==> src/pkg/vca_defines.vh <==
// register map, reset values and scaling constants of the colour adjust stage
`ifndef VCA_DEFINES_VH
`define VCA_DEFINES_VH

// register byte offsets
`define VCA_OFS_CTRL_EVEN 12'h02c
`define VCA_OFS_LUMA_LO 12'h030
`define VCA_OFS_U_LO 12'h034
`define VCA_OFS_V_LO 12'h038
`define VCA_OFS_HUE 12'h03c
`define VCA_OFS_CTRL_ODD 12'h0ac
`define VCA_OFS_STATUS 12'h0f0

// reset values
`define VCA_RST_LUMA_LO 8'hd8
`define VCA_RST_U_LO 8'hfe
`define VCA_RST_V_LO 8'hb4
`define VCA_RST_HUE 8'h00
`define VCA_RST_CTRL 8'h20

// control register fields
`define VCA_CTRL_LUMA_TOP 2
`define VCA_CTRL_U_TOP 1
`define VCA_CTRL_V_TOP 0
`define VCA_CTRL_RSVD 3
`define VCA_CTRL_WMASK 8'hf7

// unity gain codes
`define VCA_UNITY_LUMA 216
`define VCA_UNITY_U 254
`define VCA_UNITY_V 180

// fixed point shift of the reciprocal of unity gain
`define VCA_SCALE_SHIFT 20

`endif

==> src/core/vca_gain_scale.v <==
// one gain stage: sample times 9-bit gain over unity code, clipped
`timescale 1ns/10ps
`default_nettype none

`include "vca_defines.vh"

module vca_gain_scale #(
  parameter UNITY = 216,
  parameter SIGNED_IN = 0
) (
  // clock and reset
  input wire clk_i,
  input wire reset_i,
  // sample and gain
  input wire [7:0] sample_i,
  input wire [8:0] gain_i,
  // result
  output reg [7:0] sample_o,
  output reg clip_o
);

  localparam [31:0] RECIP =
    ((32'h1 << `VCA_SCALE_SHIFT) + UNITY / 2) / UNITY;
  localparam [31:0] HALF = 32'h1 << (`VCA_SCALE_SHIFT - 1);

  wire neg;
  wire [7:0] mag;
  wire [16:0] prod;
  wire [31:0] scaled;
  wire [31:0] quot;
  reg [7:0] sample_next;
  reg clip_next;

  // signed samples are scaled as magnitude, sign restored after
  assign neg = (SIGNED_IN != 0) && sample_i[7];
  assign mag = neg ? (8'h00 - sample_i) : sample_i;
  assign prod = {9'h000, mag} * {8'h00, gain_i};
  assign scaled = {15'h0000, prod} * RECIP;
  assign quot = (scaled + HALF) >> `VCA_SCALE_SHIFT;

  always @* begin
    sample_next = quot[7:0];
    clip_next = 1'b0;
    if (SIGNED_IN == 0) begin
      if (quot > 32'd255) begin
        sample_next = 8'hff;
        clip_next = 1'b1;
      end
    end else if (neg) begin
      if (quot > 32'd128) begin
        sample_next = 8'h80;
        clip_next = 1'b1;
      end else begin
        sample_next = 8'h00 - quot[7:0];
      end
    end else if (quot > 32'd127) begin
      sample_next = 8'h7f;
      clip_next = 1'b1;
    end
  end

  always @(posedge clk_i or posedge reset_i) begin
    if (reset_i) begin
      sample_o <= 8'h00;
      clip_o <= 1'b0;
    end else begin
      sample_o <= sample_next;
      clip_o <= clip_next;
    end
  end

endmodule

`default_nettype wire

==> src/core/vca_hue_shift.v <==
// adds the signed hue offset to the demodulating subcarrier phase
`timescale 1ns/10ps
`default_nettype none

module vca_hue_shift #(
  parameter PHASE_W = 9
) (
  // clock and reset
  input wire clk_i,
  input wire reset_i,
  // phase in and offset
  input wire [PHASE_W-1:0] phase_i,
  input wire [7:0] hue_i,
  // shifted phase
  output reg [PHASE_W-1:0] phase_o
);

  // one phase step is 180/256 degree, phase wraps at a full turn
  wire [PHASE_W-1:0] hue_ext;

  assign hue_ext = {{(PHASE_W-8){hue_i[7]}}, hue_i};

  always @(posedge clk_i or posedge reset_i) begin
    if (reset_i) begin
      phase_o <= {PHASE_W{1'b0}};
    end else begin
      phase_o <= phase_i + hue_ext;
    end
  end

endmodule

`default_nettype wire

==> src/core/vca_top.v <==
// colour adjust stage: contrast, saturation and hue with apb registers
//
// The APB slave port is this design's own decision.
`timescale 1ns/10ps
`default_nettype none

`include "vca_defines.vh"

// Notes on behaviour
// - luma gain is nine bits unsigned, top bit above the low byte.
// - luma sample times gain; 216 is unity, 511 about 236.57 percent.
// - luma gain low byte resets to 0xd8, unity contrast.
// - U times nine-bit gain; 254 unity, 511 about 201.18 percent.
// - U gain low byte resets to 0xfe, unity gain.
// - V times nine-bit gain; 180 unity, 511 about 283.89 percent.
// - V gain low byte resets to 0xb4, unity gain.
// - signed hue added to subcarrier phase, 0.7 degree steps.
// - hue register resets to 0x00, no phase offset.
// - gain top bits from control bits 2,1,0, per field copy.
module vca_top #(
  parameter PHASE_W = 9
) (
  // clock and reset
  input wire clk_i,
  input wire reset_i,
  // apb slave
  input wire [11:0] paddr_i,
  input wire psel_i,
  input wire penable_i,
  input wire pwrite_i,
  input wire [31:0] pwdata_i,
  output reg [31:0] prdata_o,
  output wire pready_o,
  output reg pslverr_o,
  // pixel stream in
  input wire pix_valid_i,
  input wire field_odd_i,
  input wire [7:0] luma_i,
  input wire [7:0] chroma_u_i,
  input wire [7:0] chroma_v_i,
  input wire [PHASE_W-1:0] sc_phase_i,
  // pixel stream out
  output reg pix_valid_o,
  output reg field_odd_o,
  output wire [7:0] luma_o,
  output wire [7:0] chroma_u_o,
  output wire [7:0] chroma_v_o,
  output wire [PHASE_W-1:0] sc_phase_o
);

  // register storage
  reg [7:0] luma_gain_low_byte_reg;
  reg [7:0] u_gain_low_byte_reg;
  reg [7:0] v_gain_low_byte_reg;
  reg [7:0] hue_phase_offset_reg;
  reg [7:0] ctrl_even_reg;
  reg [7:0] ctrl_odd_reg;
  reg [2:0] clip_seen_reg;
  reg [2:0] clip_seen_next;

  // bus decode
  wire setup_phase;
  wire access_phase;
  wire wr_en;
  reg [31:0] rd_next;
  reg err_next;

  // gain datapath
  wire [7:0] ctrl_sel;
  wire [8:0] luma_gain;
  wire [8:0] u_gain;
  wire [8:0] v_gain;
  wire clip_luma;
  wire clip_u;
  wire clip_v;

  // address decode used by both read and write paths
  function is_mapped;
    input [11:0] addr;
    begin
      case (addr)
        `VCA_OFS_CTRL_EVEN: is_mapped = 1'b1;
        `VCA_OFS_LUMA_LO: is_mapped = 1'b1;
        `VCA_OFS_U_LO: is_mapped = 1'b1;
        `VCA_OFS_V_LO: is_mapped = 1'b1;
        `VCA_OFS_HUE: is_mapped = 1'b1;
        `VCA_OFS_CTRL_ODD: is_mapped = 1'b1;
        `VCA_OFS_STATUS: is_mapped = 1'b1;
        default: is_mapped = 1'b0;
      endcase
    end
  endfunction

  assign setup_phase = psel_i && !penable_i;
  assign access_phase = psel_i && penable_i;
  // no wait states; read data is captured in the setup cycle
  assign pready_o = 1'b1;
  assign wr_en = access_phase && pwrite_i && is_mapped(paddr_i);

  // read mux, reserved bits read as zero
  always @* begin
    rd_next = 32'h0000_0000;
    case (paddr_i)
      `VCA_OFS_CTRL_EVEN: begin
        rd_next[7:0] = ctrl_even_reg;
      end
      `VCA_OFS_CTRL_ODD: begin
        rd_next[7:0] = ctrl_odd_reg;
      end
      `VCA_OFS_LUMA_LO: begin
        rd_next[7:0] = luma_gain_low_byte_reg;
      end
      `VCA_OFS_U_LO: begin
        rd_next[7:0] = u_gain_low_byte_reg;
      end
      `VCA_OFS_V_LO: begin
        rd_next[7:0] = v_gain_low_byte_reg;
      end
      `VCA_OFS_HUE: begin
        rd_next[7:0] = hue_phase_offset_reg;
      end
      `VCA_OFS_STATUS: begin
        rd_next[3:0] = {clip_seen_reg, field_odd_o};
      end
      default: begin
        rd_next = 32'h0000_0000;
      end
    endcase
    err_next = !is_mapped(paddr_i);
  end

  always @(posedge clk_i or posedge reset_i) begin
    if (reset_i) begin
      prdata_o <= 32'h0000_0000;
      pslverr_o <= 1'b0;
    end else if (setup_phase) begin
      prdata_o <= pwrite_i ? 32'h0000_0000 : rd_next;
      pslverr_o <= err_next;
    end else if (!psel_i) begin
      prdata_o <= 32'h0000_0000;
      pslverr_o <= 1'b0;
    end
  end

  // register writes
  always @(posedge clk_i or posedge reset_i) begin
    if (reset_i) begin
      luma_gain_low_byte_reg <= `VCA_RST_LUMA_LO;
      u_gain_low_byte_reg <= `VCA_RST_U_LO;
      v_gain_low_byte_reg <= `VCA_RST_V_LO;
      hue_phase_offset_reg <= `VCA_RST_HUE;
      ctrl_even_reg <= `VCA_RST_CTRL;
      ctrl_odd_reg <= `VCA_RST_CTRL;
    end else if (wr_en) begin
      case (paddr_i)
        `VCA_OFS_LUMA_LO: begin
          luma_gain_low_byte_reg <= pwdata_i[7:0];
        end
        `VCA_OFS_U_LO: begin
          u_gain_low_byte_reg <= pwdata_i[7:0];
        end
        `VCA_OFS_V_LO: begin
          v_gain_low_byte_reg <= pwdata_i[7:0];
        end
        `VCA_OFS_HUE: begin
          hue_phase_offset_reg <= pwdata_i[7:0];
        end
        `VCA_OFS_CTRL_EVEN: begin
          ctrl_even_reg <= pwdata_i[7:0] & `VCA_CTRL_WMASK;
        end
        `VCA_OFS_CTRL_ODD: begin
          ctrl_odd_reg <= pwdata_i[7:0] & `VCA_CTRL_WMASK;
        end
        default: begin
          ctrl_odd_reg <= ctrl_odd_reg;
        end
      endcase
    end
  end

  // top gain bits follow the field of the incoming pixel
  assign ctrl_sel = field_odd_i ? ctrl_odd_reg : ctrl_even_reg;
  assign luma_gain = {ctrl_sel[`VCA_CTRL_LUMA_TOP],
                      luma_gain_low_byte_reg};
  assign u_gain = {ctrl_sel[`VCA_CTRL_U_TOP], u_gain_low_byte_reg};
  assign v_gain = {ctrl_sel[`VCA_CTRL_V_TOP], v_gain_low_byte_reg};

  // contrast
  vca_gain_scale #(
    .UNITY(`VCA_UNITY_LUMA),
    .SIGNED_IN(0)
  ) u_luma_scale (
    .clk_i(clk_i),
    .reset_i(reset_i),
    .sample_i(luma_i),
    .gain_i(luma_gain),
    .sample_o(luma_o),
    .clip_o(clip_luma)
  );

  // saturation, U
  vca_gain_scale #(
    .UNITY(`VCA_UNITY_U),
    .SIGNED_IN(1)
  ) u_u_scale (
    .clk_i(clk_i),
    .reset_i(reset_i),
    .sample_i(chroma_u_i),
    .gain_i(u_gain),
    .sample_o(chroma_u_o),
    .clip_o(clip_u)
  );

  // saturation, V
  vca_gain_scale #(
    .UNITY(`VCA_UNITY_V),
    .SIGNED_IN(1)
  ) u_v_scale (
    .clk_i(clk_i),
    .reset_i(reset_i),
    .sample_i(chroma_v_i),
    .gain_i(v_gain),
    .sample_o(chroma_v_o),
    .clip_o(clip_v)
  );

  // reference phase moves with the register, displayed hue the other way
  vca_hue_shift #(
    .PHASE_W(PHASE_W)
  ) u_hue_shift (
    .clk_i(clk_i),
    .reset_i(reset_i),
    .phase_i(sc_phase_i),
    .hue_i(hue_phase_offset_reg),
    .phase_o(sc_phase_o)
  );

  // sticky clip flags; a write of ones clears, a new clip wins
  always @* begin
    clip_seen_next = clip_seen_reg;
    if (wr_en && (paddr_i == `VCA_OFS_STATUS)) begin
      clip_seen_next = clip_seen_reg & ~pwdata_i[3:1];
    end
    if (pix_valid_o) begin
      clip_seen_next = clip_seen_next | {clip_v, clip_u, clip_luma};
    end
  end

  // stream control, one cycle latency like the datapath
  always @(posedge clk_i or posedge reset_i) begin
    if (reset_i) begin
      pix_valid_o <= 1'b0;
      field_odd_o <= 1'b0;
      clip_seen_reg <= 3'h0;
    end else begin
      pix_valid_o <= pix_valid_i;
      field_odd_o <= field_odd_i;
      clip_seen_reg <= clip_seen_next;
    end
  end

endmodule

`default_nettype wire

==> config.mk <==
export PLATFORM = sky130hd
export DESIGN_NAME = vca_top
export DESIGN_NICKNAME = d
export VERILOG_FILES = /design/src/core/vca_gain_scale.v /design/src/core/vca_hue_shift.v /design/src/core/vca_top.v
export VERILOG_INCLUDE_DIRS = /design/src /design/src/pkg
export SDC_FILE = /design/constraint.sdc
export NUM_CORES = 1
export LEC_CHECK = 0
export BUFFER_PORTS_ARGS = -buffer_cell sky130_fd_sc_hd__buf_2
export CORE_ASPECT_RATIO = 1.25
export CORE_UTILIZATION = 55
export DETAILED_ROUTE_END_ITERATION = 10
export GPL_ROUTABILITY_DRIVEN = 0
export PLACE_DENSITY = 0.78
export SYNTH_ARGS = -nofsm -noshare
export SYNTH_HDL_FRONTEND = slang
export SYNTH_SLANG_ARGS = --single-unit
==> constraint.sdc <==
create_clock -name clk_i -period 23.1 [get_ports clk_i]
set_clock_uncertainty 0.15 [all_clocks]
set_input_delay 0 -clock clk_i [delete_from_list [all_inputs] [get_ports clk_i]]
set_output_delay 0 -clock clk_i [all_outputs]
set_load 0.01 [all_outputs]
==> results of run 1 <==
==> layer usage <==
| metal | part of all wire | global-route usage | routed length [µm] | vias to the layer above |
|---|---|---|---|---|
| met5 | 0.00029 | 0 | 13 | - |
| met1 | 0.40 | 0.293 | 17900 | 7532 |
| met3 | 0.038 | 0.0241 | 1710 | 78 |
| li1 | - | - | - | 7219 |
| met2 | 0.53 | 0.463 | 23700 | 372 |
| met4 | 0.032 | 0.0881 | 1430 | 2 |
==> synth_stat cells, drive strengths merged (9+ instances only) <==
cell    instances  area, µm²
inv           438       1640
ha            391       4890
fa            270       5410
nand2         154        578
and2           97        611
dfrtp          79       1980
xnor2          70        613
a21oi          69        345
nor2           56        213
mux2           51        574
o21ai          50        258
nor2b          40        250
buf            34        230
xor2           34        298
nand3          29        150
a21o           26        195
clkbuf         24       90.1
nor3           22        110
nand2b         18        113
dfstp          17        447
o21bai         17        128
or3            16        108
mux2i          12        120
nand4          12       81.3
a211oi         10       85.1
o21a            9       67.6
==> per-stage QoR <==
stage | instances | power (mW) | hold slack (ps)
2_1_floorplan | 2187 | 0.209 | -119
3_3_place_gp | 2725 | 0.226 | -190
3_5_place_dp | 2725 | 0.228 | -178
4_1_cts | 2774 | 0.389 | 0.277
5_1_grt | 2775 | 0.402 | 42.1
6_report | 2776 | 0.386 | 13.6
==> cells by family (layout without fill, tap and decap cells) <==
kind of cell	after synthesis	after routing
other cells	2	27
fa+ha+maj	661	661
flops	96	96
compound gates	251	251
xor+xnor	104	104
buf+inv	496	597
simple gates	483	483
mux	71	71
==> area by class of cell <==
class,count,area (µm²)
antenna,2,5.00
clock buffer,9,225
clock inverter,7,81.3
fill,3043,14900
inverter,438,1650
multi-input combinational,1595,16400
sequential,96,2420
tap,486,608
timing repair buffer,143,898
==> repair_timing <==
| action | in CTS | in global routing |
|---|---|---|
| endpoints found under the setup margin | 0 | 0 |
| endpoints found under the hold margin | 99 | 0 |
| hold buffers | 33 | 0 |
==> report_power, final <==
| group | total, mW | switching (mW) | internal, mW |
|---|---|---|---|
| logic | 0.0575 | 0.0365 | 0.0211 |
| clock network | 0.157 | 0.0797 | 0.0776 |
| registers | 0.172 | 0.00104 | 0.171 |
| total | 0.386 | 0.117 | 0.269 |
==> worst min path at each step <==
stage | from | end | slack [ps] | cells past startpoint
after CTS | paddr_i[6] | clip_seen_reg[1] | 0.3 | 5
after detailed placement | reset_i | u_hue_shift.phase_o[3] | -180 | 2
final | paddr_i[6] | clip_seen_reg[1] | 10 | 5
after global routing | paddr_i[6] | clip_seen_reg[1] | 40 | 5
after global placement | reset_i | u_luma_scale.sample_o[6] | -190 | 2
after floorplan | field_odd_i | field_odd_o | -120 | 0
==> worst min-delay path, stage by stage <==
cell and delay (ps):
buf_2 120, nand4_1 100, nor3_1 80, nand2_1 70, a22o_1 110
==> results.toml, run 1 <==
[route]
firstDrtPassIters = 7
num_vias = 15200
wirelength_um = 44700
vias_per_cell = 5.48
drt.antenna.violating_nets = 0
drtIter0Drc = 830
post_drt_wl_per_cell_um = 16.1
drcViolationCount = 0

[finish]
regMostFlops = "u_hue_shift.phase_o"
final_layout_size_suffix_gt1_frac = 0.105
final_cell_mix = "inv_1 (437), ha_1 (391), fa_1 (270)"
largest_reg_flops = 9
nNetsFinal = 3028
final_util = 0.599
area_delta_synth_final_pct = 7.67
fin_area_mm2 = 0.0223
layout_commonest_cell = "inv_1"

[sta]
fin_crit_sh = 0.488
hold_violations = 0
worstMarginPinSlew_ps = 1260
relSlewSlack = 0.158
grt_setup_unrepaired = "no"
max_freq_mhz = 88.8
period_minus_slack_ps = 11260
setup_ws_ps = 11840
setup_viol = 0
tns_ps = 0
finalMaxSlewViolations = 0

[setup_path]
critical_path.startpoint = "chroma_v_i[7]"
cpMostUsedCell = "fa_1"
crit_buf_inv = 7
path_depth = 40
crit_arrival_ps = 11310
rr_endpoint = "u_luma_scale.sample_o[5]"
worstPathMaxFanout = 24
worstSetupEndpoint = "u_v_scale.sample_o[6]"
cp_top_family = "adder cells"
r2r_cells = 38
cp_slowest_cell = "xnor2_1"
r2r-start = "luma_gain_low_byte_reg[1]"
max_stage_delay_ps = 680
required_ps = 23150
critPathKind = "in2reg"
reg2reg_slack_ps = 12090
cp-end-kind = "register"
critPathLaunchType = "input pin"

[clock_network]
ctsLongestPathBuffers = 2
clk_pin_slew_ps = 70
cts-resized-gates = 0
cts_tree = "yes"
post-cts-setup-buffers = 0
h-tree-depth = 3
cts-root-buf = "clkbuf_16"
worstSkewPairLatency_ps = 360
cts_made_buffers = 9
numClockSinks = 96

[grt]
grt_pass1_wl_um = 76900
grt_util_all_layers = 0.248
grt-ovfl-total = 0
grt_pass1_vias = 16500
grt_max_degree = 76
grt_antenna_before_repair = 2

[synth]
synth_mux_area_frac = 0.0423
synth_fa_ha_area_frac = 0.498
synth_top_family_by_area = "adder cells"
synth-compound-area-share = 0.0825
ys.flop_type = "dfrtp_1"
yosysSeqAreaShare = 0.117
synth_edf_count = 0
synthSimpleGateAreaFrac = 0.121
synthCells = 2164
synth_xor_area_frac = 0.0440
ys_types = 85
yosys_warnings = 0
ys_seq_elements = 96
synthesis.area_mm2 = 0.0207
syn_avg_cell_area_um2 = 9.56
synth-async-reset-ratio = 1.00

[run]
drv_cap = 0

[placed_design]
pre_cts_slack_ps = 11990
portBuffers = 103
dpl.hpwl_um = 38100
placed_cell_area_mm2 = 0.0216

[floorplanning]
io_pins = 153
fp.coreArea_mm2 = 0.0372
die_y_um = 219
start_util = 0.557
die_w_um = 175
dieArea_mm2 = 0.0384
rows = 79

[power]
peakVddDrop_mv = 0.0349
leakagePower_nw = 13.1
p_per_area_mw_per_mm2 = 17.3

[worst_hold_path]
min_path_type = "in2reg"

[outcome]
outcome = "finished, final reports clean"
(Power assumes the default switching activity.)
==> run 2: changes to the inputs <==
PLACE_DENSITY = 0.81   (was 0.78)
clock period = 10.3 ns   (was 23.1 ns; I/O delays follow)
==> run 2 against run 1 <==
Count of clock-buffer cells in the layout stayed put. Sequential share of layout area is 0.27 points lower. First-iteration DRC count is 3.3% higher. Final area is 2.6% higher. Sequential cell count stayed put. Critical path type is now reg2reg. Die area stayed put. Critical path depth is 4 lower.
==> results.toml, run 2 (synthesis results as in run 1) <==
[setup_path]
cp-end-kind = "register"
max_stage_delay_ps = 590
cpMostUsedCell = "fa_1"
r2r_cells = 36
worstPathMaxFanout = 7
required_ps = 10430
rr_endpoint = "u_luma_scale.sample_o[1]"
critPathLaunchType = "register"
crit_arrival_ps = 10170
critPathKind = "reg2reg"
cp_slowest_cell = "dfstp_2"
r2r-start = "luma_gain_low_byte_reg[3]"
reg2reg_slack_ps = 250

[floorplanning]
dieArea_mm2 = 0.0384
die_y_um = 219
die_w_um = 175
fp.coreArea_mm2 = 0.0372
start_util = 0.557
rows = 79
io_pins = 153

[run]
drv_cap = 0

[clock_network]
cts_tree = "yes"
cts-root-buf = "clkbuf_16"
cts_made_buffers = 9
h-tree-depth = 3
numClockSinks = 96
clk_pin_slew_ps = 70
worstSkewPairLatency_ps = 370
ctsLongestPathBuffers = 2

[grt]
grt-ovfl-total = 0
grt_pass1_wl_um = 77000
grt_pass1_vias = 16600
grt_max_degree = 74
grt_util_all_layers = 0.248
grt_antenna_before_repair = 3

[sta]
tns_ps = 0
max_freq_mhz = 99.5
fin_crit_sh = 0.975
relSlewSlack = 0.106
period_minus_slack_ps = 10050
finalMaxSlewViolations = 0
worstMarginPinSlew_ps = 1340
hold_violations = 0
setup_viol = 0

[finish]
largest_reg_flops = 9
final_layout_size_suffix_gt1_frac = 0.139
nNetsFinal = 3074
instances_no_fill = 2821
area_delta_synth_final_pct = 10.4
final_cell_mix = "inv_1 (436), ha_1 (391), fa_1 (269)"
regMostFlops = "u_hue_shift.phase_o"
fin_area_mm2 = 0.0228
layout_commonest_cell = "inv_1"

[route]
post_drt_wl_per_cell_um = 16.6
firstDrtPassIters = 7
drt.antenna.violating_nets = 0
wirelength_um = 46800
drcViolationCount = 0
drtIter0Drc = 857
num_vias = 15700
vias_per_cell = 5.56

[placed_design]
placed_cell_area_mm2 = 0.0219
dpl.hpwl_um = 39300
placedCellCount = 2758
portBuffers = 103

[power]
p_per_area_mw_per_mm2 = 38.8
leakagePower_nw = 13.4
total_power_uw = 886
peakVddDrop_mv = 0.0641

[outcome]
outcome = "finished, final reports clean"

[worst_hold_path]
min_path_type = "in2async"
==> run 2: changes by cell type in the layout (fill, tap and decap cells not counted), sizes merged <==
cell	before	now
diode	2	1
buf	110	158
inv	442	441
dlygate4sd3	33	31
clkinv	3	2
bufinv	0	1
clkinvlp	0	1
==> run 2: power breakdown <==
part / internal, mW / switching (mW) / total (mW)
Sequential: 0.383 / 0.00290 / 0.386
Clock: 0.196 / 0.167 / 0.363
Combinational: 0.0525 / 0.0846 / 0.137
Total: 0.631 / 0.255 / 0.886
==> run 2: what timing repair did <==
item	in CTS	in global routing
setup buffers	1	14
endpoints found under the setup margin	1	27
resized for setup	0	44
hold buffers	31	0
endpoints found under the hold margin	104	0
cloned	0	0
pin swaps	1	11
==> run 2: worst max-delay path, delay by kind of cell, from the launching register on <==
family	cells	cell delay, ps
flops	1	590
compound gates	12	2200
simple gates	4	720
fa+ha+maj	12	5460
buf+inv	7	640
xor+xnor	1	190
==> run 2: worst max path at each step <==
stage	startpoint	end	slack, ps	cells past startpoint
final	luma_gain_low_byte_reg[3]	u_luma_scale.sample_o[1]	250	36
after global routing	luma_gain_low_byte_reg[3]	u_luma_scale.sample_o[1]	-140	38
after CTS	luma_gain_low_byte_reg[4]	u_luma_scale.sample_o[1]	7	41
after detailed placement	chroma_v_i[0]	u_v_scale.sample_o[4]	-60	39
after global placement	luma_gain_low_byte_reg[2]	u_luma_scale.sample_o[1]	120	41
after floorplan	chroma_v_i[0]	u_v_scale.sample_o[7]	310	37
==> run 2: through the flow <==
step / hold WS [ps] / utilization / worst slack [ps]
final: 1.86 / 0.615 / 254
after global routing: 31.3 / 0.615 / -145
after CTS: 14.6 / 0.606 / 7.17
after detailed placement: -156 / 0.589 / -58.5
after global placement: -177 / 0.589 / 116
after floorplan: -119 / - / 305
==> run 2: routing by layer <==
| metal | global-route usage | routed length [µm] | part of all wire | vias to the layer above |
|---|---|---|---|---|
| met5 | 0 | 25 | 0.00053 | - |
| met2 | 0.462 | 24400 | 0.52 | 466 |
| met4 | 0.0913 | 1700 | 0.036 | 4 |
| met3 | 0.0305 | 2230 | 0.048 | 109 |
| met1 | 0.290 | 18400 | 0.39 | 7807 |
| li1 | - | - | - | 7303 |
==> run 2: cell type report <==
class / instances / area, µm²
diodes: 1 / 2.50
clock buffers: 9 / 225
clock inverters: 7 / 96.3
fillers: 2946 / 14300
inverters: 438 / 1650
multi-input cells: 1595 / 16600
flip-flops and latches: 96 / 2420
well taps: 486 / 608
repair buffers: 189 / 1250
